### src/rtl/udie_pkg.sv
// package: register map, field positions and reset values of the
// device controller interrupt and endpoint control slice.
// assumes an 8-bit special function register port on page 1.
package udie_pkg;

    localparam logic [7:0] SFR_PAGE = 8'h01;
    localparam logic [7:0] OUT_EMPTY_EP1_BUFFER_CTRL_ADDR = 8'h9A;
    localparam logic [7:0] IN_FULL_EP2_BUFFER_CTRL_ADDR = 8'h9B;
    localparam logic [7:0] OUT_FULL_EP3_BUFFER_CTRL_ADDR = 8'h9C;
    localparam logic [7:0] TRANSFER_IRQ_ENABLE_LOW_ADDR = 8'hB6;
    localparam logic [7:0] TRANSFER_IRQ_ENABLE_HIGH_ADDR = 8'hB7;
    localparam logic [7:0] BUS_EVENT_STATUS_ADDR = 8'hB9;
    localparam logic [7:0] TRANSFER_STATUS_LOW_ADDR = 8'hBA;
    localparam logic [7:0] TRANSFER_STATUS_HIGH_ADDR = 8'hBB;
    localparam logic [7:0] ENDPOINT_ENABLE_STALL_ADDR = 8'hBC;
    localparam logic [7:0] EP0_BUFFER_CTRL_ADDR = 8'hBD;
    localparam logic [7:0] ZERO_PACKET_EP4_BUFFER_CTRL_ADDR = 8'hBE;

    localparam logic [7:0] TRANSFER_IRQ_ENABLE_LOW_RESET = 8'h03;
    localparam logic [7:0] REG_RESET = 8'h00;
    localparam logic [7:0] BUS_EVENT_VALID_MASK = 8'hFB;
    localparam logic [7:0] TRANSFER_HIGH_ENABLE_MASK = 8'hFD;
    localparam logic [3:0] TRANSFER_HIGH_RW_MASK = 4'hD;

    localparam int DATA_READY_BIT = 1;
    localparam int BUFFER_FLUSH_BIT = 0;
    localparam int STATUS_FIELD_LSB = 3;
    localparam int ZLP_FIELD_LSB = 4;

    typedef enum logic [1:0] {
        UDIE_HOST_IDLE = 2'b00,
        UDIE_HOST_WRITE = 2'b01,
        UDIE_HOST_READ = 2'b10
    } udie_host_state_type;

endpackage

### src/rtl/udie_sfr_if.sv
// interface: special function register port between cpu side and slice.
// assumes a single clock; reads answer combinationally in the same cycle.
`timescale 1ns/10ps
interface udie_sfr_if (
    input wire logic ref_clk_in,
    input wire logic nrst_in
);
    logic [7:0] addr;
    logic [7:0] page;
    logic wr_en;
    logic rd_en;
    logic [7:0] wdata;
    logic [7:0] rdata;
    logic irq;

    modport device (
        input ref_clk_in, nrst_in, addr, page, wr_en, rd_en, wdata,
        output rdata, irq
    );
    modport host (
        input ref_clk_in, nrst_in, rdata, irq,
        output addr, page, wr_en, rd_en, wdata
    );
endinterface

### src/rtl/udie_device_slice.sv
// device end: interrupt enables, status flags and endpoint buffer control.
// assumes event pulses and buffer levels come from the transfer engine,
// synchronous to ref_clk_in.
`timescale 1ns/10ps
module udie_device_slice
    import udie_pkg::*;
(
    udie_sfr_if.device sfr,
    input wire logic [7:0] bus_event_in,
    input wire logic [7:0] xfer_low_done_in,
    input wire logic [1:0] ep4_done_in,
    input wire logic transition_error_in,
    input wire logic [4:0] in_empty_in,
    input wire logic [4:0] out_empty_in,
    input wire logic [4:0] in_full_in,
    input wire logic [4:0] out_full_in,
    input wire logic [4:0] buffer_drained_in,
    input wire logic [4:1] zero_packet_sent_in,
    output logic [4:1] ep_halt_out,
    output logic [4:1] ep_active_out,
    output logic [4:0] data_ready_out,
    output logic [4:0] buffer_flush_out,
    output logic [4:1] zero_packet_req_out
);
    logic [7:0] irq_en_low_r;
    logic [7:0] irq_en_high_r;
    logic [7:0] bus_status_r;
    logic [7:0] xfer_status_low_r;
    logic [3:0] xfer_status_high_r;
    logic [7:0] ep_ctrl_r;
    logic [4:0] data_ready_r;
    logic [4:0] flush_r;
    logic [4:1] zlp_r;
    logic [7:0] status_high_view;
    logic [7:0] rdata_nxt;
    logic sel;

    // plain address match, qualified by page
    function automatic logic hit(input logic [7:0] a, input logic [7:0] p, input logic [7:0] ref_a);
        hit = (p == SFR_PAGE) && (a == ref_a);
    endfunction

    assign sel = sfr.wr_en && (sfr.page == SFR_PAGE);

    // ***************************
    // enable and control registers
    // ***************************
    always_ff @(posedge sfr.ref_clk_in or negedge sfr.nrst_in) begin
        if (!sfr.nrst_in) begin
            irq_en_low_r <= TRANSFER_IRQ_ENABLE_LOW_RESET;
            irq_en_high_r <= REG_RESET;
            ep_ctrl_r <= REG_RESET;
        end else if (sel) begin
            if (sfr.addr == TRANSFER_IRQ_ENABLE_LOW_ADDR) begin
                irq_en_low_r <= sfr.wdata;
            end else if (sfr.addr == TRANSFER_IRQ_ENABLE_HIGH_ADDR) begin
                irq_en_high_r <= sfr.wdata & TRANSFER_HIGH_ENABLE_MASK;
            end else if (sfr.addr == ENDPOINT_ENABLE_STALL_ADDR) begin
                ep_ctrl_r <= sfr.wdata;
            end
        end
    end

    // ***************************
    // sticky status flags
    // ***************************
    // a write of 0 clears a flag; an event in the same cycle wins
    always_ff @(posedge sfr.ref_clk_in or negedge sfr.nrst_in) begin
        if (!sfr.nrst_in) begin
            bus_status_r <= REG_RESET;
        end else if (sel && sfr.addr == BUS_EVENT_STATUS_ADDR) begin
            bus_status_r <= ((bus_status_r & sfr.wdata) | bus_event_in) & BUS_EVENT_VALID_MASK;
        end else begin
            bus_status_r <= (bus_status_r | bus_event_in) & BUS_EVENT_VALID_MASK;
        end
    end

    always_ff @(posedge sfr.ref_clk_in or negedge sfr.nrst_in) begin
        if (!sfr.nrst_in) begin
            xfer_status_low_r <= REG_RESET;
        end else if (sel && sfr.addr == TRANSFER_STATUS_LOW_ADDR) begin
            xfer_status_low_r <= (xfer_status_low_r & sfr.wdata) | xfer_low_done_in;
        end else begin
            xfer_status_low_r <= xfer_status_low_r | xfer_low_done_in;
        end
    end

    // bits 3..0 of the high status: ep4 out, ep4 in, reserved, error
    always_ff @(posedge sfr.ref_clk_in or negedge sfr.nrst_in) begin
        if (!sfr.nrst_in) begin
            xfer_status_high_r <= 4'h0;
        end else if (sel && sfr.addr == TRANSFER_STATUS_HIGH_ADDR) begin
            xfer_status_high_r <= ((xfer_status_high_r & sfr.wdata[3:0])
                | {ep4_done_in, 1'b0, transition_error_in}) & TRANSFER_HIGH_RW_MASK;
        end else begin
            xfer_status_high_r <= (xfer_status_high_r
                | {ep4_done_in, 1'b0, transition_error_in}) & TRANSFER_HIGH_RW_MASK;
        end
    end

    // ***************************
    // endpoint buffer control
    // ***************************
    // data-ready: firmware sets, drained buffer clears; drain wins
    // flush: level held until firmware writes it low
    generate
        for (genvar ep = 0; ep < 5; ep++) begin : g_buf
            localparam logic [7:0] ADDR = (ep == 0) ? EP0_BUFFER_CTRL_ADDR :
                (ep == 1) ? OUT_EMPTY_EP1_BUFFER_CTRL_ADDR :
                (ep == 2) ? IN_FULL_EP2_BUFFER_CTRL_ADDR :
                (ep == 3) ? OUT_FULL_EP3_BUFFER_CTRL_ADDR : ZERO_PACKET_EP4_BUFFER_CTRL_ADDR;
            always_ff @(posedge sfr.ref_clk_in or negedge sfr.nrst_in) begin
                if (!sfr.nrst_in) begin
                    data_ready_r[ep] <= 1'b0;
                    flush_r[ep] <= 1'b0;
                end else begin
                    if (buffer_drained_in[ep]) begin
                        data_ready_r[ep] <= 1'b0;
                    end else if (sel && sfr.addr == ADDR) begin
                        data_ready_r[ep] <= sfr.wdata[DATA_READY_BIT];
                    end
                    if (sel && sfr.addr == ADDR) begin
                        flush_r[ep] <= sfr.wdata[BUFFER_FLUSH_BIT];
                    end
                end
            end
        end
        for (genvar z = 1; z < 5; z++) begin : g_zlp
            always_ff @(posedge sfr.ref_clk_in or negedge sfr.nrst_in) begin
                if (!sfr.nrst_in) begin
                    zlp_r[z] <= 1'b0;
                end else if (zero_packet_sent_in[z]) begin
                    zlp_r[z] <= 1'b0;
                end else if (sel && sfr.addr == ZERO_PACKET_EP4_BUFFER_CTRL_ADDR) begin
                    zlp_r[z] <= sfr.wdata[ZLP_FIELD_LSB + z - 1];
                end
            end
        end
    endgenerate

    // ***************************
    // outputs and read mux
    // ***************************
    assign ep_active_out = ep_ctrl_r[3:0];
    // stall only reaches the link for an enabled endpoint
    assign ep_halt_out = ep_ctrl_r[7:4] & ep_ctrl_r[3:0];
    assign data_ready_out = data_ready_r;
    assign buffer_flush_out = flush_r;
    assign zero_packet_req_out = zlp_r;
    assign status_high_view = {in_empty_in[4:1], xfer_status_high_r};

    always_comb begin
        rdata_nxt = 8'h00;
        if (hit(sfr.addr, sfr.page, TRANSFER_IRQ_ENABLE_LOW_ADDR)) begin
            rdata_nxt = irq_en_low_r;
        end else if (hit(sfr.addr, sfr.page, TRANSFER_IRQ_ENABLE_HIGH_ADDR)) begin
            rdata_nxt = irq_en_high_r;
        end else if (hit(sfr.addr, sfr.page, BUS_EVENT_STATUS_ADDR)) begin
            rdata_nxt = bus_status_r;
        end else if (hit(sfr.addr, sfr.page, TRANSFER_STATUS_LOW_ADDR)) begin
            rdata_nxt = xfer_status_low_r;
        end else if (hit(sfr.addr, sfr.page, TRANSFER_STATUS_HIGH_ADDR)) begin
            rdata_nxt = status_high_view;
        end else if (hit(sfr.addr, sfr.page, ENDPOINT_ENABLE_STALL_ADDR)) begin
            rdata_nxt = ep_ctrl_r;
        end else if (hit(sfr.addr, sfr.page, EP0_BUFFER_CTRL_ADDR)) begin
            rdata_nxt = {6'h00, data_ready_r[0], flush_r[0]};
        end else if (hit(sfr.addr, sfr.page, ZERO_PACKET_EP4_BUFFER_CTRL_ADDR)) begin
            rdata_nxt = {zlp_r, 2'b00, data_ready_r[4], flush_r[4]};
        end else if (hit(sfr.addr, sfr.page, OUT_EMPTY_EP1_BUFFER_CTRL_ADDR)) begin
            rdata_nxt = {out_empty_in, 1'b0, data_ready_r[1], flush_r[1]};
        end else if (hit(sfr.addr, sfr.page, IN_FULL_EP2_BUFFER_CTRL_ADDR)) begin
            rdata_nxt = {in_full_in, 1'b0, data_ready_r[2], flush_r[2]};
        end else if (hit(sfr.addr, sfr.page, OUT_FULL_EP3_BUFFER_CTRL_ADDR)) begin
            rdata_nxt = {out_full_in, 1'b0, data_ready_r[3], flush_r[3]};
        end
    end

    assign sfr.rdata = rdata_nxt;
    // bus event flags have no enable in this slice; they drive irq directly
    assign sfr.irq = (|bus_status_r) | (|(xfer_status_low_r & irq_en_low_r))
        | (|(status_high_view & irq_en_high_r));
endmodule

### src/flat_wrapper.sv
// flat-port wrapper written by rule: the top's interface ports become plain ports
module udie_device_slice_flat import udie_pkg::*;
  (bus_event_in, xfer_low_done_in, ep4_done_in, transition_error_in, in_empty_in, out_empty_in, in_full_in, out_full_in, buffer_drained_in, zero_packet_sent_in, ep_halt_out, ep_active_out, data_ready_out, buffer_flush_out, zero_packet_req_out, ref_clk_in, nrst_in, sfr_addr, sfr_page, sfr_wr_en, sfr_rd_en, sfr_wdata, sfr_rdata, sfr_irq);
  udie_sfr_if sfr_i (.ref_clk_in(ref_clk_in), .nrst_in(nrst_in));
  input wire logic [7:0] bus_event_in;
  input wire logic [7:0] xfer_low_done_in;
  input wire logic [1:0] ep4_done_in;
  input wire logic transition_error_in;
  input wire logic [4:0] in_empty_in;
  input wire logic [4:0] out_empty_in;
  input wire logic [4:0] in_full_in;
  input wire logic [4:0] out_full_in;
  input wire logic [4:0] buffer_drained_in;
  input wire logic [4:1] zero_packet_sent_in;
  output logic [4:1] ep_halt_out;
  output logic [4:1] ep_active_out;
  output logic [4:0] data_ready_out;
  output logic [4:0] buffer_flush_out;
  output logic [4:1] zero_packet_req_out;
  input wire logic ref_clk_in;
  input wire logic nrst_in;
  input wire logic [$bits(sfr_i.addr)-1:0] sfr_addr;
  input wire logic [$bits(sfr_i.page)-1:0] sfr_page;
  input wire logic [$bits(sfr_i.wr_en)-1:0] sfr_wr_en;
  input wire logic [$bits(sfr_i.rd_en)-1:0] sfr_rd_en;
  input wire logic [$bits(sfr_i.wdata)-1:0] sfr_wdata;
  output wire logic [$bits(sfr_i.rdata)-1:0] sfr_rdata;
  output wire logic [$bits(sfr_i.irq)-1:0] sfr_irq;
  assign sfr_i.addr = sfr_addr;
  assign sfr_i.page = sfr_page;
  assign sfr_i.wr_en = sfr_wr_en;
  assign sfr_i.rd_en = sfr_rd_en;
  assign sfr_i.wdata = sfr_wdata;
  assign sfr_rdata = sfr_i.rdata;
  assign sfr_irq = sfr_i.irq;
  udie_device_slice u_core (.sfr(sfr_i), .bus_event_in(bus_event_in), .xfer_low_done_in(xfer_low_done_in), .ep4_done_in(ep4_done_in), .transition_error_in(transition_error_in), .in_empty_in(in_empty_in), .out_empty_in(out_empty_in), .in_full_in(in_full_in), .out_full_in(out_full_in), .buffer_drained_in(buffer_drained_in), .zero_packet_sent_in(zero_packet_sent_in), .ep_halt_out(ep_halt_out), .ep_active_out(ep_active_out), .data_ready_out(data_ready_out), .buffer_flush_out(buffer_flush_out), .zero_packet_req_out(zero_packet_req_out));
endmodule
### config.mk
export PLATFORM = sky130hd
export DESIGN_NAME = udie_device_slice_flat
export DESIGN_NICKNAME = d
export VERILOG_FILES = /design/src/rtl/udie_pkg.sv /design/src/rtl/udie_sfr_if.sv /design/src/rtl/udie_device_slice.sv /design/src/flat_wrapper.sv
export SDC_FILE = /design/constraint.sdc
export NUM_CORES = 1
export LEC_CHECK = 0
export BUFFER_PORTS_ARGS = -buffer_cell sky130_fd_sc_hd__buf_2
export CORE_MARGIN = 3
export CORE_UTILIZATION = 46
export DETAILED_ROUTE_END_ITERATION = 8
export GPL_TIMING_DRIVEN = 0
export PLACE_DENSITY = 0.77
export RECOVER_POWER = 100
export SLEW_MARGIN = 20
export SYNTH_ARGS = -nofsm -noshare
export SYNTH_HDL_FRONTEND = slang
export SYNTH_SLANG_ARGS = --single-unit
### constraint.sdc
create_clock -name ref_clk_in -period 1.89 [get_ports ref_clk_in]
set_input_delay 0.189 -clock ref_clk_in [delete_from_list [all_inputs] [get_ports ref_clk_in]]
set_output_delay 0.189 -clock ref_clk_in [all_outputs]
set_load 0.02 [all_outputs]
# ---- Yosys cells after proc, flatten, opt, wreduce, memory -nomap -nowiden
# Cells that the tools add are included.
dict set report classes {
  bitwise_logic 16
  mul 0
  div_mod_pow 0
  eq_ne 12
  n_addsub 0
  n_reduce_logical 35
  muxes 32
  shift 0
  magnitude_cmp 0
}
# op count
set ops {}
lappend ops {{8-bit 2-to-1 mux} 13}
lappend ops {{8-bit equality test (second input constant)} 11}
lappend ops {{8-bit bitwise AND} 4}
lappend ops {{8-bit OR} 4}
lappend ops {{8-bit OR reduction} 3}
lappend ops {{1-bit logical AND} 20}
lappend ops {{1-bit 2-to-1 mux} 18}
lappend ops {{2-bit nonzero test} 9}
lappend ops {{4-bit bitwise AND} 2}
lappend ops {{8-bit by 1-bit equality test with 1-bit output (second input constant)} 1}
lappend ops {{4-bit OR} 2}
lappend ops {{4-bit 2-to-1 mux} 1}
lappend ops {{4-bit AND reduction} 1}
lappend ops {{3-bit AND reduction} 1}
lappend ops {{1-bit NOT} 2}
lappend ops {{1-bit OR} 2}
lappend ops {{2-bit AND reduction} 1}
dict set report word_totals {
  n_memories 0
  output_inout_bits 31
  elab_cells 115
  reg_bits 57
  ramBits 0
  romBits 0
  latch_bits 0
  in_bits 76
}

# ---- Longest topological paths before layout
# Gate-level depths: netlist of run 1.
dict set report depth {
  depth_word 13
  depth_mapped 8
  mapped_depth_nobuf 6
}

# ---- Worst setup path before layout of run 1
# OpenSTA, ideal clock, no wires.
dict set report synth_timing {
  path_kind {input-to-output}
  start {input sfr_page[5]}
  end {output sfr_rdata[0]}
  stages 7
  t_required_ns 1.701
  setup_slack_ns -0.210
  path_buffers 1
  arrival_time_ns 1.911
  path_cell_list {or4_4 nor2_1 nand2_1 buf_2 nor3_1 a221oi_1 nor3_1}
}
dict set report synth_via {
  elab_chain_len 13
  elab_cells_between_ends 23
  cone_classes {1 x eq/ne; 11 x mux; 11 x reduce/logical}
}
# element line_no
set synth_lines {}
lappend synth_lines {{from (decl)} flat_wrapper.sv:23} ;# input wire logic [$bits(sfr_i.page)-1:0] sfr_page;
lappend synth_lines {{8-bit by 1-bit equality test with 1-bit output (*)} udie_device_slice.sv:40} ;# hit = (p == SFR_PAGE) && (a == ref_a);
lappend synth_lines {{1-bit logical AND} udie_device_slice.sv:40}
lappend synth_lines {{8-bit 2-to-1 mux} udie_device_slice.sv:174} ;# end else if (hit(sfr.addr, sfr.page, OUT_FULL_EP3_BUFFER_CTRL_ADDR)) begin
lappend synth_lines {{8-bit 2-to-1 mux} udie_device_slice.sv:172} ;# end else if (hit(sfr.addr, sfr.page, IN_FULL_EP2_BUFFER_CTRL_ADDR)) begin
lappend synth_lines {{8-bit 2-to-1 mux} udie_device_slice.sv:170} ;# end else if (hit(sfr.addr, sfr.page, OUT_EMPTY_EP1_BUFFER_CTRL_ADDR)) begin
lappend synth_lines {{8-bit 2-to-1 mux} udie_device_slice.sv:168} ;# end else if (hit(sfr.addr, sfr.page, ZERO_PACKET_EP4_BUFFER_CTRL_ADDR)) begin
lappend synth_lines {{8-bit 2-to-1 mux} udie_device_slice.sv:166} ;# end else if (hit(sfr.addr, sfr.page, EP0_BUFFER_CTRL_ADDR)) begin
lappend synth_lines {{8-bit 2-to-1 mux} udie_device_slice.sv:164} ;# end else if (hit(sfr.addr, sfr.page, ENDPOINT_ENABLE_STALL_ADDR)) begin
lappend synth_lines {{8-bit 2-to-1 mux} udie_device_slice.sv:162} ;# end else if (hit(sfr.addr, sfr.page, TRANSFER_STATUS_HIGH_ADDR)) begin
lappend synth_lines {{8-bit 2-to-1 mux} udie_device_slice.sv:160} ;# end else if (hit(sfr.addr, sfr.page, TRANSFER_STATUS_LOW_ADDR)) begin
lappend synth_lines {{8-bit 2-to-1 mux} udie_device_slice.sv:158} ;# end else if (hit(sfr.addr, sfr.page, BUS_EVENT_STATUS_ADDR)) begin
lappend synth_lines {{8-bit 2-to-1 mux} udie_device_slice.sv:156} ;# end else if (hit(sfr.addr, sfr.page, TRANSFER_IRQ_ENABLE_HIGH_ADDR)) begin
lappend synth_lines {{8-bit 2-to-1 mux (*)} udie_device_slice.sv:154} ;# if (hit(sfr.addr, sfr.page, TRANSFER_IRQ_ENABLE_LOW_ADDR)) begin
lappend synth_lines {{to (decl)} flat_wrapper.sv:27} ;# output wire logic [$bits(sfr_i.rdata)-1:0] sfr_rdata;
# Mark *: on every way between the ends. The rest lies on a longest branch, timed or not.

# ---- Worst setup path in the final report of run 1
dict set report layout_timing {
  start {input sfr_page[5]}
  end {output sfr_rdata[1]}
}
# The elaborated chain is that of the path after synthesis.

==> results.toml, run 1 <==
[yosys]
syn_area_per_cell_um2 = 9.935
syn_inst = 318
yosys.cell_types.count = 51
yosys.area.top_type_share_pct = 41.98
yosys.area.top_type = "dfrtp_1"
synthFlopType = "dfrtp_1"
async_reset_ff_share_pct = 100.0
ys_warn_count = 0
synth_top_family_by_area = "simple AND/OR/NAND/NOR gates"
syn_nets = 394
synth-seq-cells = 55
synth_edf_count = 0
synth_compound_area_share_pct = 17.54
synthAdderAreaFrac_pct = 0
synth-simple-area-share_pct = 22.22
syn-cell-area_um2 = 3159
muxShareOfSynthArea_pct = 13.23
ys_top_cells_by_area = "dfrtp_1, mux2_1, mux2_2"
seq_area_frac_synth_pct = 43.64
synthXorXnorAreaFrac_pct = 0

[grt]
track_usage_pct = 26.66
grt_pass1_wl_um = 15850
grt_pass1_vias = 3119
antenna_found_initial = 0
grt_max_degree = 56
grt_overflow_total = 0

[timing]
setup_viol = 16
hold_violations = 0
tightestPinTransition_ns = 1.383
max_freq_mhz = 433.1
layout_setup_ws_ns = -0.4190
period_minus_slack_ns = 2.309
rsz0062_at_grt = "yes"
period_share_pct = 122.2
slew_violations = 0
max_slew_margin_pct = 7.828
finalClockSkew_ns = 0

[worst_setup_path]
arrival_ns = 2.12
start_kind = "input pin"
crit_fanout = 5
crit_required_ns = 1.70
crit_path_end_kind = "primary output"
worstSetupPathType = "in2out"

[worst_hold_path]
hp-class = "in2reg"

[power_and_ir_drop]
internal_power_uw = 1704
p_clk_share_pct = 37.0
total_power_uw = 2308
powerDensity_nw_per_um2 = 544.1
p_switching_uw = 603.5
p_seq_share_pct = 51.0
combPwrFrac_pct = 12.0
p_leak_uw = 0.001852
swShare_pct = 26.15
vdd_drop_max_mv = 0.3257

[clock_network]
cts_inserted_buffers = 5
h-tree-depth = 2
cts_buffer_depth = 2
cts_tree = "built"
cts.clk_slew.worst_paths_ns = 0.12
clk_latency_ns = 0.33
cts-root-buf = "clkbuf_8"
cts.sinks = 55

[drt]
drtAntennaViolNets = 0
vias_per_cell = 6.113
post-route-drc-count = 0
routedWlPerCell_um = 19.32
wl_um = 10100
drt_iter0_drc = 266
drt_first_pass_iters = 5
via_count = 3197

[placement]
gp_congestion = 0.9906
numPortBuffers = 102
placed_area_um2 = 3811
dp_hpwl_um = 7308

[final_layout]
n_fill_cell = 529
nNetsFinal = 521
synthToLayoutAreaGrowth_pct = 34.26
n_antenna_cell = 0
final_util_pct = 65.31
layout-drive-gt1-share_pct = 37.22
postLayoutCellArea_um2 = 4242

[floorplan]
io_pins = 107
start_util_pct = 48.64
die_area_um2 = 7899
die_w_um = 88.88
core_um2 = 6495
rows = 29
die_h_um = 88.88

[run]
cap_violations = 0

[outcome]
status = "finished, violations left"
violations = "setup timing"
[flip-flops by register name, summed over array words and instances, names as in the netlist]
register	flops
u_core.buffer_flush_out	5
u_core.bus_status_r	7
u_core.data_ready_out	5
u_core.ep_ctrl_r	8
u_core.irq_en_high_r	7
u_core.irq_en_low_r	8
u_core.xfer_status_high_r	3
u_core.xfer_status_low_r	8
u_core.zero_packet_req_out	4
[power by group through the flow]
| stage | registers (uW) | clock network [uW] | logic [uW] |
|---|---|---|---|
| global placement | 1200 | 0 | 231 |
| CTS | 1180 | 860 | 264 |
| floorplan | 1200 | 0 | 93.5 |
| global route | 1180 | 914 | 301 |
| detailed placement | 1200 | 0 | 235 |
| finish | 1180 | 854 | 277 |
[path summary, 6_finish.rpt]
| kind | from | endpoint | slack, ns | depth (start not counted) |
|---|---|---|---|---|
| worst max-delay path | sfr_page[5] | sfr_rdata[1] | -0.42 | 8 |
| max in group asynchronous | nrst_in | u_core.bus_status_r[3] | 0.36 | 2 |
| worst min register to register | u_core.irq_en_low_r[4] | u_core.irq_en_low_r[4] | 0.53 | 1 |
| worst max register to register | u_core.irq_en_high_r[0] | u_core.irq_en_high_r[0] | 1.06 | 1 |
| worst min-delay path | xfer_low_done_in[4] | u_core.xfer_status_low_r[4] | 0.03 | 2 |
| min in group asynchronous | nrst_in | u_core.bus_status_r[7] | 0.69 | 2 |
[cells in the final DEF (no fill, tap or decap), drive strengths merged, types with 3 or more instances in the layout]
cell / instances
buf: 94
dfrtp: 53
clkbuf: 41
mux2: 30
o21ai: 27
nand2b: 23
nand2: 21
nor2: 19
a22oi: 17
nor3: 13
dlygate4sd3: 10
nand3: 10
a21oi: 9
mux2i: 8
nor2b: 8
and2: 5
nor4: 5
o22ai: 5
inv: 5
a2bb2oi: 3
a221oi: 3
a31oi: 3
nand4: 3
and3: 3
[area by class of cell]
cell class,count,area (um2),area share [%]
tap,77,96.34,2.271
buffer,19,115.1,2.714
multi-input combinational,240,1838,43.33
timing repair buffer,121,683.2,16.11
inverter,3,11.26,0.2655
clock inverter,3,50.05,1.180
sequential,55,1379,32.51
clock buffer,5,68.82,1.622
[critical path: stages]
cell      delay [ns]
buf_6           0.09
or4_4           0.57
or2_4           0.32
or3_4           0.40
o32ai_2         0.17
o221ai_2        0.15
nand2_2         0.08
buf_2           0.16
[cells in the mapped netlist (all sizes together) (2+ instances only)]
| library cell | count |
|---|---|
| o32ai | 2 |
| nand4 | 3 |
| mux2i | 8 |
| nand2 | 21 |
| nor2b | 8 |
| nand2b | 23 |
| buf | 8 |
| nor3 | 13 |
| nand3 | 10 |
| a31oi | 3 |
| a21oi | 9 |
| clkbuf | 12 |
| and3 | 3 |
| nor2 | 19 |
| o2bb2ai | 2 |
| or3 | 2 |
| o21ai | 27 |
| a221oi | 3 |
| a22o | 2 |
| nor4 | 5 |
| a222oi | 2 |
| dfstp | 2 |
| mux2 | 30 |
| and2 | 5 |
| dfrtp | 53 |
| o221ai | 2 |
| or4 | 2 |
| a22oi | 17 |
| inv | 3 |
| a2bb2oi | 3 |
| o22ai | 5 |
[through the flow]
step | setup slack, ns | instances | hold WS (ns) | setup TNS, ns
6_report | -0.4190 | 523 | 0.02708 | -3.860
5_1_grt | -0.4503 | 523 | 0.01100 | -4.831
4_1_cts | -0.3638 | 522 | 0.02805 | -2.667
3_5_place_dp | -0.5727 | 497 | 0.2781 | -17.29
3_3_place_gp | -0.5568 | 497 | 0.3394 | -15.97
2_1_floorplan | -0.09227 | 318 | -0.1066 | -0.4476
[metal layers]
layer	vias up	track usage, %	share of wire, %
met2	188	42.58	48
met3	24	6.331	9.1
li1	1442	-	-
met5	-	0	0
met4	0	8.929	2.3
met1	1543	35.70	40
[what timing repair did]
item / 4_1_cts / 5_1_grt
endpoints found under the setup margin: 23 / 40
hold endpoints to repair: 62 / 0
gates cloned: 0 / 0
hold buffers: 10 / 0
buffers inserted: 7 / 2
resized for setup: 25 / 27
pin swaps: 6 / 2
[kinds of logic (layout without fill, tap and decap cells)]
group / count (synthesis) / in the layout
AOI/OAI and AO/OA: 83 / 83
buffers and inverters: 23 / 151
and+or+nand+nor: 119 / 119
DFF: 55 / 55
muxes: 38 / 38
No activity file was read; power rests on OpenSTA's default activity.
==> run 2: changes to the inputs <==
Settings changed: SETUP_SLACK_MARGIN from default to 0.1.
==> run 2 against run 1 <==
Net effect:
- the flow still finishes with violations (setup timing)
- setup slack improved by 0.018 ns
- clock power decreased by 20%
- register-to-register slack about the same
- sequential power about the same
- combinational power decreased by 2%
- routed wire length increased by 5.7%
- non-clock buffer count increased by 2
- global-route usage decreased by 0.17 points
- critical path depth decreased by 1
- sequential cell count unchanged
- critical path type unchanged
- largest power group unchanged
==> results.toml, run 2 (synthesized netlist as in run 1, its figures left out) <==
[worst_setup_path]
worstRegToRegCells = 1
crit_path_end_kind = "primary output"
startpoint = "sfr_page[1]"
critPathSlowestCell = "or4b_4"
crit_fanout = 5
cpPeakStageDelay_ns = 0.54
arrival_ns = 2.10
start_kind = "input pin"
timing.rr.start = "u_core.ep_ctrl_r[2]"
crit_chain = "buf_6 -> or4b_4 -> or2_4 -> or4_4 -> o22ai_2 -> nor3_2 -> buf_4"
worstSetupPathType = "in2out"
r2r-end = "u_core.ep_ctrl_r[2]"
r2r_slack_ns = 1.07
crit_required_ns = 1.70

[timing]
max_freq_mhz = 436.5
period_share_pct = 121.2
hold_violations = 0
tightestPinTransition_ns = 1.346
finalClockSkew_ns = 0
setup_viol = 24
period_minus_slack_ns = 2.291
rsz0062_at_grt = "yes"
slew_violations = 0
layout_setup_ws_ns = -0.4009
max_slew_margin_pct = 10.25

[final_layout]
seqCellArea_um2 = 1381
layout_commonest_cell = "buf_2"
layout-drive-gt1-share_pct = 45.76
nNetsFinal = 523
top_regs = "u_core.ep_ctrl_r (8), u_core.irq_en_low_r (8), u_core.xfer_status_low_r (8)"
layout.cells.non_filler = 525
postLayoutCellArea_um2 = 4400
synthToLayoutAreaGrowth_pct = 39.29
most-common-layout-cells = "buf_2, dfrtp_1, clkbuf_1"
n_fill_cell = 512
final_util_pct = 67.75
multi_input_area_um2 = 2003
n_antenna_cell = 0

[power_and_ir_drop]
p_switching_uw = 581.3
p_leak_uw = 0.001925
vdd_drop_max_mv = 0.3805
combPwrFrac_pct = 12.8
internal_power_uw = 1549
swShare_pct = 27.28
p_seq_share_pct = 55.2
powerDensity_nw_per_um2 = 484.2
p_clk_share_pct = 32.0

[outcome]
violations = "setup timing"
status = "finished, violations left"

[grt]
busiest_layer = "met2"
antenna_found_initial = 0
track_usage_pct = 26.49
grt_max_degree = 56
use_met1_pct = 35.87
grt_overflow_total = 0
use_met2_pct = 44.40
grt_pass1_vias = 3073
grt_pass1_wl_um = 15890
use_met3_pct = 4.004

[drt]
post-route-drc-count = 0
routedWlPerCell_um = 20.33
drt_iter0_drc = 359
drt_first_pass_iters = 6
via_count = 3297
drtAntennaViolNets = 0
wl_um = 10680
vias_per_cell = 6.280

[clock_network]
cts.sinks = 55
cts_buffer_depth = 2
cts-root-buf = "clkbuf_8"
h-tree-depth = 2
clk_latency_ns = 0.31
cts.clk_slew.worst_paths_ns = 0.11
cts_tree = "built"
cts_inserted_buffers = 5

[placement]
numPortBuffers = 102
dp_hpwl_um = 7433
placed_area_um2 = 3816
place_inst = 497
gp_congestion = 0.9704
pre_cts_slack_ns = -0.5527

[floorplan]
io_pins = 107
die_area_um2 = 7899
die_w_um = 88.88
core_um2 = 6495
rows = 29
start_util_pct = 48.64
die_h_um = 88.88

[run]
cap_violations = 0

[worst_hold_path]
hold_depth = 2
hold_end = "u_core.zero_packet_req_out[2]"
hp-class = "in2reg"
min_from = "zero_packet_sent_in[2]"
==> run 2: cell count changes in the layout (fill, tap and decap cells not counted), moves of 5 or more <==
cell,before,now
buf_6,6,11
o21ai_0,20,14
buf_4,16,22
mux2_1,15,2
dlygate4sd3_1,10,1
mux2_4,0,13
==> run 2: power groups by stage <==
stage | sequential, uW | clock [uW] | combinational, uW
after CTS | 1180 | 680 | 251
after detailed placement | 1200 | 0 | 233
final | 1180 | 682 | 272
after global placement | 1200 | 0 | 231
after floorplan | 1200 | 0 | 93.9
after global routing | 1180 | 734 | 294
==> run 2: per-stage QoR <==
stage / setup TNS (ns) / power [uW] / hold WS (ns)
finish: -3.612 / 2131 / 0.008549
floorplan: -0.4510 / 1294 / -0.1066
detailed placement: -16.44 / 1433 / 0.2732
CTS: -2.847 / 2108 / 0.008654
global placement: -14.54 / 1431 / 0.3391
global route: -4.496 / 2204 / -0.001620
==> run 2: worst max path at each step <==
stage | endpoint | slack (ns) | cells after the start
after floorplan | sfr_rdata[1] | -0.09 | 6
after global placement | sfr_rdata[1] | -0.56 | 9
after detailed placement | sfr_rdata[4] | -0.55 | 9
after CTS | sfr_rdata[6] | -0.38 | 8
after global routing | sfr_rdata[4] | -0.44 | 8
final | sfr_rdata[0] | -0.40 | 7
==> run 2: layout make-up <==
| cell class | count | area share [%] |
|---|---|---|
| plain buffers | 20 | 2.872 |
| clock buffers | 5 | 1.564 |
| clock inverters | 3 | 0.5402 |
| inverters | 3 | 0.2559 |
| multi-input cells | 240 | 45.52 |
| flip-flops and latches | 55 | 31.39 |
| well taps | 77 | 2.189 |
| repair buffers | 122 | 15.67 |
==> run 2: routing by layer <==
layer	share of wire, %	vias up
met5	0	-
met4	3.3	0
met3	8.6	33
met2	49	207
met1	39	1612
li1	-	1445
==> run 2: what timing repair did <==
item,4_1_cts,5_1_grt
endpoints found under the setup margin,40,53
buffers inserted,6,12
gates resized for setup,37,63
pin swaps,13,14
hold buffers,1,0
gates cloned,0,1
hold endpoints to repair,53,0
==> run 2: worst max-delay path: cells and delay by family <==
family	cells	cell delay [ns]
AO/OA/AOI/OAI	1	0.19
buffers and inverters	2	0.26
AND/OR/NAND/NOR	4	1.47
